===== src/psw_pkg.sv =====
// Purpose: Constants and carrier types for the processor status word bank
// Assumes: 32-bit status word, single-cycle register port
// Notes:   Field positions follow the classic status word layout
package psw_pkg;

    // ------------------------------------------------------------
    // Register map
    // ------------------------------------------------------------
    localparam logic [3:0]  ADDR_STATUS   = 4'h0;
    localparam logic [3:0]  ADDR_PENDING  = 4'h1;
    localparam logic [3:0]  ADDR_EVENT    = 4'h2;
    localparam logic [31:0] STATUS_RESET  = 32'h0040_0004;

    // ------------------------------------------------------------
    // Field positions
    // ------------------------------------------------------------
    localparam int COP_USABLE_LSB = 28;
    localparam int LOW_POWER_BIT  = 27;
    localparam int FPU_REGS_BIT   = 26;
    localparam int BYTE_SWAP_BIT  = 25;
    localparam int DIAG_LSB       = 16;
    localparam int BOOT_VEC_BIT   = 22;
    localparam int SHUTDOWN_BIT   = 21;
    localparam int SOFT_RST_BIT   = 20;
    localparam int L2_HIT_BIT     = 18;
    localparam int CHECK_OVR_BIT  = 17;
    localparam int PARITY_DIS_BIT = 16;
    localparam int INT_MASK_LSB   = 8;
    localparam int KERN_WIDE_BIT  = 7;
    localparam int SUP_WIDE_BIT   = 6;
    localparam int USER_WIDE_BIT  = 5;
    localparam int PRIV_MODE_LSB  = 3;
    localparam int ERR_LEVEL_BIT  = 2;
    localparam int EXC_LEVEL_BIT  = 1;
    localparam int INT_ENABLE_BIT = 0;

    // Writable bits: all but shutdown, lookup hit and reserved bits
    localparam logic [31:0] WRITE_MASK = 32'hFE57_FFFF;
    localparam logic [31:0] READ_MASK  = 32'hFE77_FFFF;

    // Low power divider: one enable pulse every CLK_DIV_LAST + 1 (four) cycles
    localparam logic [1:0] CLK_DIV_LAST = 2'h3;

    // ------------------------------------------------------------
    // Types
    // ------------------------------------------------------------
    typedef enum logic [2:0]
    {
        MODE_KERNEL = 3'b001,
        MODE_SUPER  = 3'b010,
        MODE_USER   = 3'b100
    } psw_mode_e;

    typedef struct packed
    {
        logic [3:0] cop_usable;
        logic       fpr32;
        logic       byte_swap;
        logic       wide_addr;
        logic       wide_ops;
        logic       boot_vectors;
        logic       check_override;
        logic       parity_trap_disable;
        logic       int_request;
    } psw_ctrl_s;

endpackage


===== src/psw_status_reg.sv =====
// Purpose: Processor status word register with decoded control outputs
// Assumes: Privileged move logic raises the strobes; same clock as core
// Notes:   Read data valid the cycle after the read strobe only
//
// The register addresses and the strobed register port are this design's own decisions.
`timescale 1ns/1ps

// Behaviour
// - Four coprocessor usable bits, one each
// - Coprocessor zero always usable in kernel
// - Low power bit slows internal clock enable
// - Register count bit: 16 or 32
// - Byte swap applies in user mode only
// - Nine-bit diagnostic field held in word
// - Interrupt needs enable, mask and pending
// - Kernel wide bit gives 64-bit addressing
// - Supervisor wide bit gives 64-bit operation
// - User wide bit gives 64-bit operation
// - Mode field: 10 user, 01 super, 00 kernel
// - Error level bit kept
// - Exception level bit kept
// - Global interrupt enable bit kept
// - Boot bit selects bootstrap exception vectors
// - Shutdown flag set by hardware, read-only
// - Soft reset flag marks last reset soft
// - Lookup hit bit records last secondary hit
// - Override bit uses ECC register check bits
// - Trap disable bit blocks parity exceptions
// - Reserved diagnostic bits read as zero
module psw_status_reg
(
    // Clock and reset
    input  wire logic               clock_i,
    input  wire logic               srst_i,
    // Register port
    input  wire logic [3:0]         addr_i,
    input  wire logic [31:0]        wdata_i,
    input  wire logic               wr_i,
    input  wire logic               rd_i,
    input  wire logic               privileged_i,
    output logic      [31:0]        rdata_o,
    // Core events
    input  wire logic [7:0]         pending_i,
    input  wire logic               tlb_shutdown_i,
    input  wire logic               soft_reset_i,
    input  wire logic               l2_hit_valid_i,
    input  wire logic               l2_hit_i,
    // Decoded controls
    output psw_pkg::psw_ctrl_s      ctrl_o,
    output psw_pkg::psw_mode_e      mode_o,
    output logic                    clk_en_o
);

    // ------------------------------------------------------------
    // State
    // ------------------------------------------------------------
    logic [31:0]           status_ff;
    logic [31:0]           nxt_status;
    logic                  soft_seen_ff;
    logic [1:0]            div_ff;
    logic [31:0]           rdata_ff;
    psw_pkg::psw_ctrl_s    ctrl_ff;
    psw_pkg::psw_mode_e    mode_ff;
    logic                  clk_en_ff;

    // ------------------------------------------------------------
    // Decode
    // ------------------------------------------------------------
    wire       wr_ok     = wr_i & privileged_i &
                           (addr_i == psw_pkg::ADDR_STATUS);
    wire       rd_ok     = rd_i & privileged_i;
    wire [1:0] priv_mode = status_ff[psw_pkg::PRIV_MODE_LSB +: 2];
    wire       err_lvl   = status_ff[psw_pkg::ERR_LEVEL_BIT];
    wire       exc_lvl   = status_ff[psw_pkg::EXC_LEVEL_BIT];

    // Either level bit forces kernel regardless of the mode field
    wire       in_kern   = (priv_mode == 2'h0) |
                           err_lvl | exc_lvl;
    wire       in_user   = ~err_lvl & ~exc_lvl &
                           (priv_mode == 2'h2);
    wire       in_sup    = ~err_lvl & ~exc_lvl &
                           (priv_mode == 2'h1);

    psw_pkg::psw_mode_e nxt_mode;
    assign nxt_mode = in_user ? psw_pkg::MODE_USER :
                      in_sup  ? psw_pkg::MODE_SUPER :
                                psw_pkg::MODE_KERNEL;

    // ------------------------------------------------------------
    // Coprocessor and wide addressing
    // ------------------------------------------------------------
    wire [3:0] cop_bits  = status_ff[psw_pkg::COP_USABLE_LSB +: 4];
    wire [3:0] cop_eff   = {cop_bits[3:1],
                            cop_bits[0] | in_kern};

    wire       kern_wide = status_ff[psw_pkg::KERN_WIDE_BIT];
    wire       sup_wide  = status_ff[psw_pkg::SUP_WIDE_BIT];
    wire       user_wide = status_ff[psw_pkg::USER_WIDE_BIT];
    wire       wide_a    = (in_kern & kern_wide) |
                           (in_sup & sup_wide) |
                           (in_user & user_wide);
    // Kernel keeps 64-bit operations; only its addressing is switched
    wire       wide_o    = in_kern |
                           (in_sup & sup_wide) |
                           (in_user & user_wide);

    // ------------------------------------------------------------
    // Interrupt gate
    // ------------------------------------------------------------
    wire [7:0] int_mask  = status_ff[psw_pkg::INT_MASK_LSB +: 8];
    wire       int_en    = status_ff[psw_pkg::INT_ENABLE_BIT];
    wire       irq       = int_en & ~exc_lvl & ~err_lvl &
                           |(int_mask & pending_i);

    // ------------------------------------------------------------
    // Control word
    // ------------------------------------------------------------
    psw_pkg::psw_ctrl_s nxt_ctrl;
    assign nxt_ctrl.cop_usable          = cop_eff;
    assign nxt_ctrl.fpr32               =
        status_ff[psw_pkg::FPU_REGS_BIT];
    assign nxt_ctrl.byte_swap           =
        status_ff[psw_pkg::BYTE_SWAP_BIT] & in_user;
    assign nxt_ctrl.wide_addr           = wide_a;
    assign nxt_ctrl.wide_ops            = wide_o;
    assign nxt_ctrl.boot_vectors        =
        status_ff[psw_pkg::BOOT_VEC_BIT];
    assign nxt_ctrl.check_override      =
        status_ff[psw_pkg::CHECK_OVR_BIT];
    assign nxt_ctrl.parity_trap_disable =
        status_ff[psw_pkg::PARITY_DIS_BIT];
    assign nxt_ctrl.int_request         = irq;

    // ------------------------------------------------------------
    // Next status word
    // ------------------------------------------------------------
    // Hardware flags win over a software write in the same cycle
    wire [31:0] sw_val       = wr_ok ? (wdata_i & psw_pkg::WRITE_MASK)
                                     : (status_ff & psw_pkg::WRITE_MASK);
    wire        shutdown_nxt = status_ff[psw_pkg::SHUTDOWN_BIT] |
                               tlb_shutdown_i;
    wire        hit_nxt      = l2_hit_valid_i ? l2_hit_i :
                               status_ff[psw_pkg::L2_HIT_BIT];

    always_comb
    begin
        nxt_status = sw_val;
        nxt_status[psw_pkg::SHUTDOWN_BIT] = shutdown_nxt;
        nxt_status[psw_pkg::L2_HIT_BIT]   = hit_nxt;
    end

    // Low power: enable pulses once per divider period instead of always
    wire div_end = (div_ff == psw_pkg::CLK_DIV_LAST);
    wire lp      = status_ff[psw_pkg::LOW_POWER_BIT];

    // ------------------------------------------------------------
    // Read selection
    // ------------------------------------------------------------
    wire [31:0] rd_val = (addr_i == psw_pkg::ADDR_STATUS) ?
                             (status_ff & psw_pkg::READ_MASK) :
                         (addr_i == psw_pkg::ADDR_PENDING) ?
                             {24'h000000, pending_i} :
                         (addr_i == psw_pkg::ADDR_EVENT) ?
                             {31'h00000000, soft_seen_ff} :
                             32'h0000_0000;

    // ------------------------------------------------------------
    // Registers
    // ------------------------------------------------------------
    always_ff @(posedge clock_i)
    begin
        if (srst_i)
        begin
            status_ff <= psw_pkg::STATUS_RESET;
        end
        else if (soft_reset_i)
        begin
            // Soft reset enters boot state, error level, flag set
            status_ff <= psw_pkg::STATUS_RESET
                         | (32'h1 << psw_pkg::SOFT_RST_BIT);
        end
        else
        begin
            status_ff <= nxt_status;
        end
    end

    always_ff @(posedge clock_i)
    begin
        if (srst_i)
            soft_seen_ff <= 1'b0;
        else if (soft_reset_i)
            soft_seen_ff <= 1'b1;
    end

    always_ff @(posedge clock_i)
    begin
        if (srst_i)
            div_ff <= 2'h0;
        else
            div_ff <= div_end ? 2'h0 : div_ff + 2'h1;
    end

    // Enable stays high through reset so the core is never frozen
    always_ff @(posedge clock_i)
    begin
        if (srst_i)
            clk_en_ff <= 1'b1;
        else
            clk_en_ff <= ~lp | div_end;
    end

    // Controls lag the word by one cycle to keep outputs registered
    always_ff @(posedge clock_i)
    begin
        if (srst_i)
        begin
            ctrl_ff <= '0;
            mode_ff <= psw_pkg::MODE_KERNEL;
        end
        else
        begin
            ctrl_ff <= nxt_ctrl;
            mode_ff <= nxt_mode;
        end
    end

    // Read data stand one cycle only, zero otherwise
    always_ff @(posedge clock_i)
    begin
        if (srst_i)
            rdata_ff <= 32'h0000_0000;
        else
            rdata_ff <= rd_ok ? rd_val : 32'h0000_0000;
    end

    assign rdata_o  = rdata_ff;
    assign ctrl_o   = ctrl_ff;
    assign mode_o   = mode_ff;
    assign clk_en_o = clk_en_ff;
endmodule


===== config.mk =====
export PLATFORM = sky130hd
export DESIGN_NAME = psw_status_reg
export DESIGN_NICKNAME = d
export VERILOG_FILES = /design/src/psw_pkg.sv /design/src/psw_status_reg.sv
export SDC_FILE = /design/constraint.sdc
export NUM_CORES = 1
export LEC_CHECK = 0
export ABC_CLOCK_PERIOD_IN_PS = 1300
export CAP_MARGIN = 15
export CORE_AREA = 2 2 82 84
export CTS_BUF_LIST = sky130_fd_sc_hd__clkbuf_8
export DETAILED_ROUTE_END_ITERATION = 6
export DIE_AREA = 0 0 84 86
export DONT_BUFFER_PORTS = 1
export SLEW_MARGIN = 10
export SYNTH_ARGS = -nofsm -noshare
export SYNTH_HDL_FRONTEND = slang
export SYNTH_SLANG_ARGS = --single-unit

===== constraint.sdc =====
create_clock -name clock_i -period 1.3 [get_ports clock_i]
set_input_delay 0.26 -clock clock_i [delete_from_list [all_inputs] [get_ports clock_i]]
set_output_delay 0.26 -clock clock_i [all_outputs]
set_load 0.02 [all_outputs]

==> results of run 1 <==
## how the worst max path moves through the flow
stage,from,to,slack (ns)
global route,status_ff[2],ctrl_o[8],0.15
detailed placement,addr_i[1],status_ff[14],0.01
floorplan,srst_i,rdata_o[0],0.02
global placement,addr_i[1],status_ff[14],0.03
CTS,status_ff[2],ctrl_o[8],0.22
finish,status_ff[2],ctrl_o[8],0.23
## layer usage
metal	global-route usage (%)	vias up	share of wire, %
met5	0	-	0
met4	7.92	0	0.76
met3	8.47	6	11
met2	28.1	92	46
met1	23.3	892	43
li1	-	959	-
## area by class of cell
class	count	area share [%]
Sequential cell	77	51.1
Multi-Input combinational cell	169	33.0
Clock buffer	12	5.47
Timing Repair Buffer	20	5.14
Tap cell	77	3.19
Clock inverter	4	1.49
Inverter	5	0.622
## critical path, delay by kind of cell (launching register included)
kind / cells / cell delay [ns]
AND/OR/NAND/NOR: 1 / 0.33
flip-flops: 1 / 0.33
AO/OA/AOI/OAI: 1 / 0.13
buffers and inverters: 1 / 0.15
## synthesized netlist by cell type
cell type  number  area [um2]
a2111oi_0       1        8.76
nor3_2          1        10.0
a22oi_1        10        75.1
buf_2           3        15.0
dfxtp_1        77        1540
nand3b_1        1        7.51
or3_4           1        11.3
buf_1           1        3.75
nor2_1         13        48.8
nor4b_2         1        15.0
nand3b_2        1        11.3
mux2i_1         1        10.0
a31oi_1         2        12.5
nor3_1          3        15.0
a22o_1          1        8.76
a221oi_1        1        8.76
ha_1            1        12.5
clkbuf_1        9        33.8
and3_1          1        6.26
and2_1         23         144
nor3_4          1        16.3
nor4_4          1        21.3
or2_2           1        6.26
a21oi_1        27         135
and3b_1         1        8.76
or3_1           1        6.26
nand3_1        28         140
buf_4           4        30.0
o21ai_0        29         145
nand2_1         2        7.51
o311a_1         1        10.0
inv_1           5        18.8
nor4_1          1        6.26
o32ai_1         1        8.76
nand4_1         1        6.26
buf_6           3        33.8
conb_1          1        3.75
nor2b_1         9        56.3
## through the flow
stage               utilization, %  hold slack, ns  worst slack, ns  std cells  instance area (um2)
floorplan                        -           0.339           0.0233        271                 2670
global placement              44.4           0.333           0.0318        346                 2790
detailed placement            44.4           0.336           0.0114        346                 2790
CTS                           48.1         0.00588            0.217        364                 3020
global route                  48.1         0.00551            0.149        364                 3020
finish                        48.1          0.0284            0.229        364                 3020
## state kept, by name, indices dropped and copies added, names as in the netlist
name / cells
rdata_o: 29
status_ff: 29
ctrl_o: 12
mode_o: 3
div_ff: 2
clk_en_o: 1
soft_seen_ff: 1
## what timing repair did
| action | in CTS | in global routing |
|---|---|---|
| endpoints found under the hold margin | 13 | 0 |
| buffers inserted | 0 | 0 |
| hold buffers | 2 | 0 |
## power breakdown
| group | switching (uW) | internal [uW] | leakage [uW] |
|---|---|---|---|
| logic | 98.7 | 56.2 | 0.000345 |
| registers | 18.7 | 2380 | 0.000623 |
| clock network | 805 | 1030 | 0.000112 |
| total | 922 | 3470 | 0.00108 |
## kinds of logic (layout without fill, tap and decap cells)
logic type      count (synthesis)  after routing
mux                             1              1
fa+ha+maj                       1              1
compound gates                 73             73
simple gates                   91             91
flops                          77             77
other cells                     1              3
buf+inv                        25             41
==> reports/metrics.yaml, run 1 <==
layout:
  multi_input_area_um2: 997
  layout_common_cells: "dfxtp_1 (77), o21ai_0 (29), nand3_1 (28)"
  layout-drive-gt1-share_pct: 14.3
  fill_cells: 611
  area_growth_pct: 13.5
  antenna-diode-count: 0
  final_common_cell: "dfxtp_1"
  seqCellArea_um2: 1540
  final_nets: 336
route:
  post_drt_wl_per_cell_um: 17.4
  num_vias: 1949
  first_pass_iters: 4
  wl_mm: 6.34
  postRouteAntennaNets: 0
  drcViolationCount: 0
  avgViaCountPerCell: 5.35
  drt_iter0_drc: 51
clock_tree:
  tritoncts.num_buffers: 9
  clock_path_buffers: 2
  cts_root_buffer: "clkbuf_8"
  cts_resized: 0
  cts_max_level: 3
  clk_pin_slew_ns: 0.08
  tritoncts: "done"
  cts.sinks: 77
  clk_latency_ns: 0.34
hold_path:
  hold_class: "input pin to flip-flop"
  whs_path_depth: 2
  hp-start: "srst_i"
  holdPathEnd: "status_ff[22]"
floorplan:
  fp.coreArea_um2: 6280
  die_w_um: 84
  dieArea_um2: 7220
  pin_count: 101
  die_h_um: 86
  initial_utilization_pct: 42.4
  rows: 29
place:
  io_buffers: 0
  place_congestion: 0.812
  place_hpwl_mm: 4.50
critical_path:
  reg2reg_depth: 3
  crit_chain: "buf_4, nor3_1, a21oi_1"
  rrSetupSlack_ns: 0.23
  cp.arrival_ns: 1.27
  critical_path.startpoint_type: "flip-flop"
  crit_type: "flip-flop to flip-flop"
  required_ns: 1.49
  reg2reg_to: "ctrl_o[8]"
  path_max_fanout: 4
  end_kind: "flip-flop"
  slowest_delay_ns: 0.33
  crit_slowest_cell: "dfxtp_1"
  rr_startpoint: "status_ff[2]"
yosys:
  yosys.area_share.simple_pct: 20.5
  yosysSeqAreaShare_pct: 57.9
  synth.area.mux_share_pct: 0.376
  synth_compound_area_share_pct: 15.5
  synth_top_family_by_area: "simple AND/OR/NAND/NOR gates"
  synth_warnings: 0
  ys_types: 38
  ys_ff_latch: 77
  syn-instance-count: 269
  synth_fa_ha_area_share_pct: 0.470
  synth-xor-area-share_pct: 0
  avgSynthCellArea_um2: 9.89
  netlist_area_um2: 2660
global_route:
  overflow: 0
  track_usage_pct: 18.7
  antenna_found_initial: 0
  grt_start_max_net_pins: 27
  grt_pass1_vias: 1957
  grt_pass1_wl_mm: 10.1
power_and_ir_drop:
  powerDensity_nw_per_um2: 1460
  p_leak_uw: 0.00108
  ir_drop_mv: 0.779
  p_total_uw: 4390
timing:
  fmax_ghz: 0.933
  period_share_pct: 82.4
  setup_viol: 0
  skew_ns: 0.0102
  worstMarginPinSlew_ns: 0.558
  maxSlewHeadroom_pct: 62.7
  hold_violations: 0
  rsz0062_at_grt: "false"
  fin_setup_tns_ns: 0
  drv_slew: 0
  period_needed_ns: 1.07
status:
  status: "finished clean"
run:
  max_cap_viol_count: 0
No activity file was read; power rests on OpenSTA's default activity.
==> run 2: changes to the inputs <==
--- a/config.mk
+++ b/config.mk
@@ -5,7 +5,7 @@
 export SDC_FILE = /design/constraint.sdc
 export NUM_CORES = 1
 export LEC_CHECK = 0
-export ABC_CLOCK_PERIOD_IN_PS = 1300
+export ABC_CLOCK_PERIOD_IN_PS = 900
 export CAP_MARGIN = 15
 export CORE_AREA = 2 2 82 84
 export CTS_BUF_LIST = sky130_fd_sc_hd__clkbuf_8
==> constraint.sdc (replaced) <==
create_clock -name clock_i -period 0.9 [get_ports clock_i]
set_input_delay 0.18 -clock clock_i [delete_from_list [all_inputs] [get_ports clock_i]]
set_output_delay 0.18 -clock clock_i [all_outputs]
set_load 0.02 [all_outputs]
==> run 2 against run 1 <==
The flow now finishes with violations (hold timing, setup timing). Count of clock-buffer cells in the layout is 2 lower. Register-to-register slack worse by 0.28 ns. Sequential power is 39% higher. Cell count is 10% higher. Via count is 10% higher. Die area stayed put. Non-clock buffer count is 38 higher. Total power is 41% higher. First-iteration DRC count is 51% higher. Largest power group unchanged.
==> reports/metrics.yaml, run 2 (synthesized netlist as in run 1, its figures left out) <==
layout:
  final_util_pct: 57.4  # +9.3 points
  final_common_cell: "dfxtp_4"
  antenna-diode-count: 0  # unchanged
  layout-drive-gt1-share_pct: 32.3  # +18 points
  layout_common_cells: "dfxtp_4 (47), dlygate4sd3_1 (31), nand3_1 (28)"
  final_nets: 374  # +11%
  area_growth_pct: 35.6
  fill_cells: 559  # -8.5%
critical_path:
  end_kind: "flip-flop"
  rr_startpoint: "status_ff[14]"
  required_ns: 1.13  # -0.36 ns
  cp.depth: 3  # unchanged
  slowest_delay_ns: 0.33  # about the same
  crit_slowest_cell: "dfxtp_2"
  critPathBufInv: 0  # -1
  crit_end: "ctrl_o[0]"
  path_max_fanout: 2  # -2
  startpoint: "status_ff[14]"
  crit_chain: "a22o_1, a221oi_2, a31oi_1"
  crit_family: "compound AO/OA/AOI/OAI gates"
  critical_path.startpoint_type: "flip-flop"
  reg2reg_to: "ctrl_o[0]"
  rrSetupSlack_ns: -0.05  # -0.28 ns
  cp.arrival_ns: 1.18  # -0.09 ns
  reg2reg_depth: 3  # unchanged
  crit_type: "flip-flop to flip-flop"
route:
  post_drt_wl_per_cell_um: 17.3  # -0.49%
  drt_iter0_drc: 77  # +51%
  avgViaCountPerCell: 5.35  # about the same
  drcViolationCount: 0  # unchanged
  num_vias: 2151  # +10%
  first_pass_iters: 4  # unchanged
  wl_mm: 6.97  # +9.9%
  postRouteAntennaNets: 0  # unchanged
floorplan:
  pin_count: 101  # unchanged
  rows: 29  # unchanged
  die_h_um: 86  # unchanged
  fp.coreArea_um2: 6280  # unchanged
  die_w_um: 84  # unchanged
  initial_utilization_pct: 42.4  # unchanged
  dieArea_um2: 7220  # unchanged
hold_path:
  hp-start: "srst_i"
  hold_class: "input pin to flip-flop"
timing:
  whs_ns: -0.110  # -0.139 ns
  rsz0062_at_grt: "true"
  fmax_ghz: 1.05  # +12%
  hold_violations: 14  # +14
  skew_ns: 0.00573  # -0.00447 ns
  drv_slew: 0  # unchanged
  setup_viol: 25  # +25
  setup_slack_ns: -0.0535  # -0.282 ns
  period_needed_ns: 0.954  # -0.118 ns
  period_share_pct: 106  # +24 points
power_and_ir_drop:
  powerDensity_nw_per_um2: 1720  # +18%
  ir_drop_mv: 1.29  # +65%
  p_leak_uw: 0.00130  # +20%
global_route:
  overflow: 0  # unchanged
  grt_pass1_wl_mm: 10.6  # +4.9%
  antenna_found_initial: 0  # unchanged
  track_usage_pct: 19.4  # +0.71 points
  grt_start_max_net_pins: 27  # unchanged
  grt_pass1_vias: 2045  # +4.5%
place:
  io_buffers: 0  # unchanged
  place_congestion: 0.828  # +1.9%
  preCtsSetupSlack_ns: -0.317  # -0.328 ns
  place_hpwl_mm: 4.70  # +4.4%
clock_tree:
  cts_setup_buffers: 0  # unchanged
  tritoncts: "done"
  cts.sinks: 77  # unchanged
  tritoncts.num_buffers: 9  # unchanged
  clk_pin_slew_ns: 0.08  # about the same
  hold_buffers: 31  # +29
  clk_latency_ns: 0.35  # about the same
  cts_root_buffer: "clkbuf_8"
  cts_max_level: 3  # unchanged
  clock_path_buffers: 2  # unchanged
status:
  status: "finished, violations left"
  violations: "hold timing, setup timing"
run:
  max_cap_viol_count: 0  # unchanged
## run 2: cell types whose count changed in the layout (fill, tap and decap cells not counted), moves of 3 or more
cell / previous run / this run
o21ai_1: 0 / 3
dfxtp_1: 77 / 27
o21ai_0: 29 / 26
dlygate4sd3_1: 2 / 31
dfxtp_4: 0 / 47
buf_4: 18 / 26
dfxtp_2: 0 / 3
## run 2: final cells by class
type / count / area, um2 / area share [%]
clock buffers: 10 / 138 / 3.82
clock inverters: 6 / 53.8 / 1.49
inverters: 5 / 18.8 / 0.520
multi-input cells: 169 / 1060 / 29.4
flip-flops and latches: 77 / 1720 / 47.7
well taps: 77 / 96.3 / 2.67
repair buffers: 58 / 517 / 14.3
## run 2: worst min-delay path by stage
stage                          to  slack, ns  cells after the start
floorplan             rdata_o[28]       0.26                      1
global placement    status_ff[20]       0.25                      1
detailed placement     ctrl_o[11]       0.26                      1
CTS                    ctrl_o[11]      -0.13                      1
global route            ctrl_o[7]      -0.12                      1
finish                 ctrl_o[11]      -0.11                      1
## run 2: through the flow
step	power, uW	TNS, ns	hold slack [ns]	area [um2]	std cells
6_report	6200	-0.166	-0.110	3610	402
5_1_grt	6430	-1.23	-0.123	3610	402
4_1_cts	6260	-0.909	-0.132	3590	402
3_5_place_dp	3760	-12.99	0.255	2880	355
3_3_place_gp	3760	-12.75	0.254	2880	355
2_1_floorplan	3730	-9.59	0.259	2720	271
## run 2: timing repair
action                                  in CTS  in global routing
gates resized for setup                    104                  6
endpoints found under the setup margin      53                 55
pin swaps                                    6                  1
hold endpoints to repair                    45                 15
## run 2: power by group
part	leakage [uW]	switching (uW)	internal [uW]	total [uW]
Clock	0.000107	1210	1330	2540
Sequential	0.000658	27.3	3300	3330
Combinational	0.000536	156	177	333
Total	0.00130	1390	4810	6200
## run 2: routing by layer
metal  wire [um]  track usage (%)  part of all wire, %  vias up
met2        3420             32.3                   49      102
li1            -                -                    -     1043
met1        2870             22.8                   41      994
met4         127             7.62                  1.8        0
met5           0                0                    0        -
met3         552             7.12                  7.9       12
## run 2: worst reg2reg max path, delay by kind of cell, from the launching register on
kind           cells  cell delay, ns
AO/OA/AOI/OAI      3            0.52
flip-flops         1            0.33
==> run 3: changes to the inputs <==
--- a/config.mk
+++ b/config.mk
@@ -12,6 +12,7 @@
 export DETAILED_ROUTE_END_ITERATION = 6
 export DIE_AREA = 0 0 84 86
 export DONT_BUFFER_PORTS = 1
+export SETUP_SLACK_MARGIN = 0.4
 export SLEW_MARGIN = 10
 export SYNTH_ARGS = -nofsm -noshare
 export SYNTH_HDL_FRONTEND = slang
==> run 3 against run 2 <==
The run still ends with hold timing, setup timing left. Global-route usage increased by 0.94 points. Worst hold slack worse by 0.0088 ns. Clock power fell by 6%. Clock skew down 0.0010 ns. Routed wire length grew 0.99%. Flip-flop and latch count did not move.
==> reports/metrics.yaml, run 3 (synthesized netlist as in run 1, its figures left out) <==
clock_tree:
  cts_max_level: 3  # unchanged
  clk_pin_slew_ns: 0.07  # about the same
  cts.sinks: 77  # unchanged
  clk_latency_ns: 0.34  # about the same
  cts_root_buffer: "clkbuf_8"
  tritoncts.num_buffers: 9  # unchanged
  tritoncts: "done"
  clock_path_buffers: 2  # unchanged
layout:
  antenna-diode-count: 0  # unchanged
  layout_common_cells: "dfxtp_4 (50), nand3_1 (28), o21ai_2 (25)"
  fin_area_um2: 3850  # +6.7%
  multi_input_area_um2: 1330  # +26%
  fill_cells: 519  # -7.2%
  final_util_pct: 61.3  # +3.8 points
  final_common_cell: "dfxtp_4"
  final_nets: 354  # -5.3%
  area_growth_pct: 44.6
  layout-drive-gt1-share_pct: 63.3  # +31 points
  seqCellArea_um2: 1750  # +1.7%
route:
  num_vias: 2084  # -3.1%
  avgViaCountPerCell: 5.46  # +2.0%
  first_pass_iters: 4  # unchanged
  postRouteAntennaNets: 0  # unchanged
  drcViolationCount: 0  # unchanged
  post_drt_wl_per_cell_um: 18.4  # +6.3%
  drt_iter0_drc: 47  # -39%
  wl_mm: 7.04  # +0.99%
floorplan:
  dieArea_um2: 7220  # unchanged
  initial_utilization_pct: 42.4  # unchanged
  fp.coreArea_um2: 6280  # unchanged
  die_w_um: 84  # unchanged
  rows: 29  # unchanged
  die_h_um: 86  # unchanged
  pin_count: 101  # unchanged
power_and_ir_drop:
  switchingPower_uw: 1400  # +0.47%
  comb_power_share_pct: 5.5  # about the same
  seq_power_share_pct: 55.0  # +1.3 points
  ir_drop_mv: 0.938  # -27%
  powerDensity_nw_per_um2: 1580  # -8.3%
  p_leak_uw: 0.00133  # +1.9%
  clockPowerShare_pct: 39.5  # -1.4 points
  p_int_uw: 4670  # -3.0%
  sw_frac_of_total_pct: 23.1  # +0.61 points
timing:
  setup_viol: 47  # +88%
  hold_violations: 45  # +31
  rsz0062_at_grt: "true"
  setup_slack_ns: -0.0698  # -0.0163 ns
  fmax_ghz: 1.03  # -1.7%
  skew_ns: 0.00470  # -0.00103 ns
  drv_slew: 0  # unchanged
  whs_ns: -0.119  # -0.00880 ns
  period_share_pct: 108  # +1.8 points
  period_needed_ns: 0.970  # +0.0163 ns
  fin_setup_tns_ns: -0.495  # -0.328 ns
global_route:
  grt_pass1_vias: 2152  # +5.2%
  grt_start_max_net_pins: 27  # unchanged
  grt_pass1_wl_mm: 11.3  # +6.2%
  overflow: 0  # unchanged
  track_usage_pct: 20.3  # +0.94 points
  antenna_found_initial: 0  # unchanged
critical_path:
  critical_path.startpoint_type: "flip-flop"
  cp.arrival_ns: 1.19  # about the same
  crit_type: "flip-flop to flip-flop"
  required_ns: 1.12  # about the same
  path_max_fanout: 3  # +1
  end_kind: "flip-flop"
status:
  status: "finished, violations left"
  violations: "hold timing, setup timing"
place:
  place_hpwl_mm: 4.67  # -0.60%
  place_area_um2: 3010  # +4.7%
  place_congestion: 0.843  # +1.8%
  io_buffers: 0  # unchanged
hold_path:
  hold_class: "input pin to flip-flop"
run:
  max_cap_viol_count: 0  # unchanged
## run 3: changes by cell type in the layout (fill, tap and decap cells not counted), sizes merged
cell and change:
dlygate4sd3 -31, buf +11, clkbuf +2, bufinv -1, clkinv -1, clkinvlp +1
inv -1
## run 3: through the flow
stage	worst slack [ns]	power, uW	std cells	hold slack [ns]
6_report	-0.0698	6070	382	-0.119
5_1_grt	-0.165	6320	382	-0.135
4_1_cts	-0.0415	6090	379	-0.124
3_5_place_dp	-0.303	3720	349	0.246
3_3_place_gp	-0.286	3710	349	0.246
2_1_floorplan	-0.236	3680	271	0.249
## run 3: power by group through the flow
| stage | Sequential [uW] | Combinational [uW] | Clock [uW] |
|---|---|---|---|
| 4_1_cts | 3340 | 307 | 2440 |
| 3_3_place_gp | 3490 | 223 | 0 |
| 6_report | 3340 | 335 | 2390 |
| 2_1_floorplan | 3480 | 203 | 0 |
| 5_1_grt | 3340 | 365 | 2620 |
| 3_5_place_dp | 3490 | 229 | 0 |
## run 3: worst paths after layout
path                               startpoint         end  slack (ns)  depth (start not counted)
worst max-delay path            status_ff[14]   ctrl_o[0]       -0.07                          3
worst min-delay path                   srst_i  ctrl_o[11]       -0.12                          1
worst max register to register  status_ff[14]   ctrl_o[0]       -0.07                          3
worst min register to register  status_ff[27]    clk_en_o        0.43                          1
## run 3: layout make-up
cell class	count	share of cell area, %
sequential	77	45.5
multi-input combinational	169	34.6
timing repair buffer	38	12.0
clock buffer	12	4.29
tap	77	2.50
clock inverter	4	0.553
inverter	5	0.488
## run 3: routing by layer
layer / share of wire, % / GRT usage, % / vias up
met5: 0 / 0 / -
met4: 2.3 / 7.77 / 0
met3: 6.1 / 5.68 / 15
met2: 52 / 34.6 / 79
met1: 40 / 24.5 / 987
li1: - / - / 1003
## run 3: what timing repair did
item / 4_1_cts / 5_1_grt
resized for setup: 137 / 36
setup buffers: 11 / 3
cloned: 3 / 0
endpoints found under the setup margin: 122 / 122
pin swaps: 51 / 29
hold endpoints to repair: 46 / 40
## run 3: critical path, stage by stage (launching register included)
cell and delay [ns]:
dfxtp_2 0.34, a22o_1 0.21, a221oi_2 0.18, a31oi_1 0.11
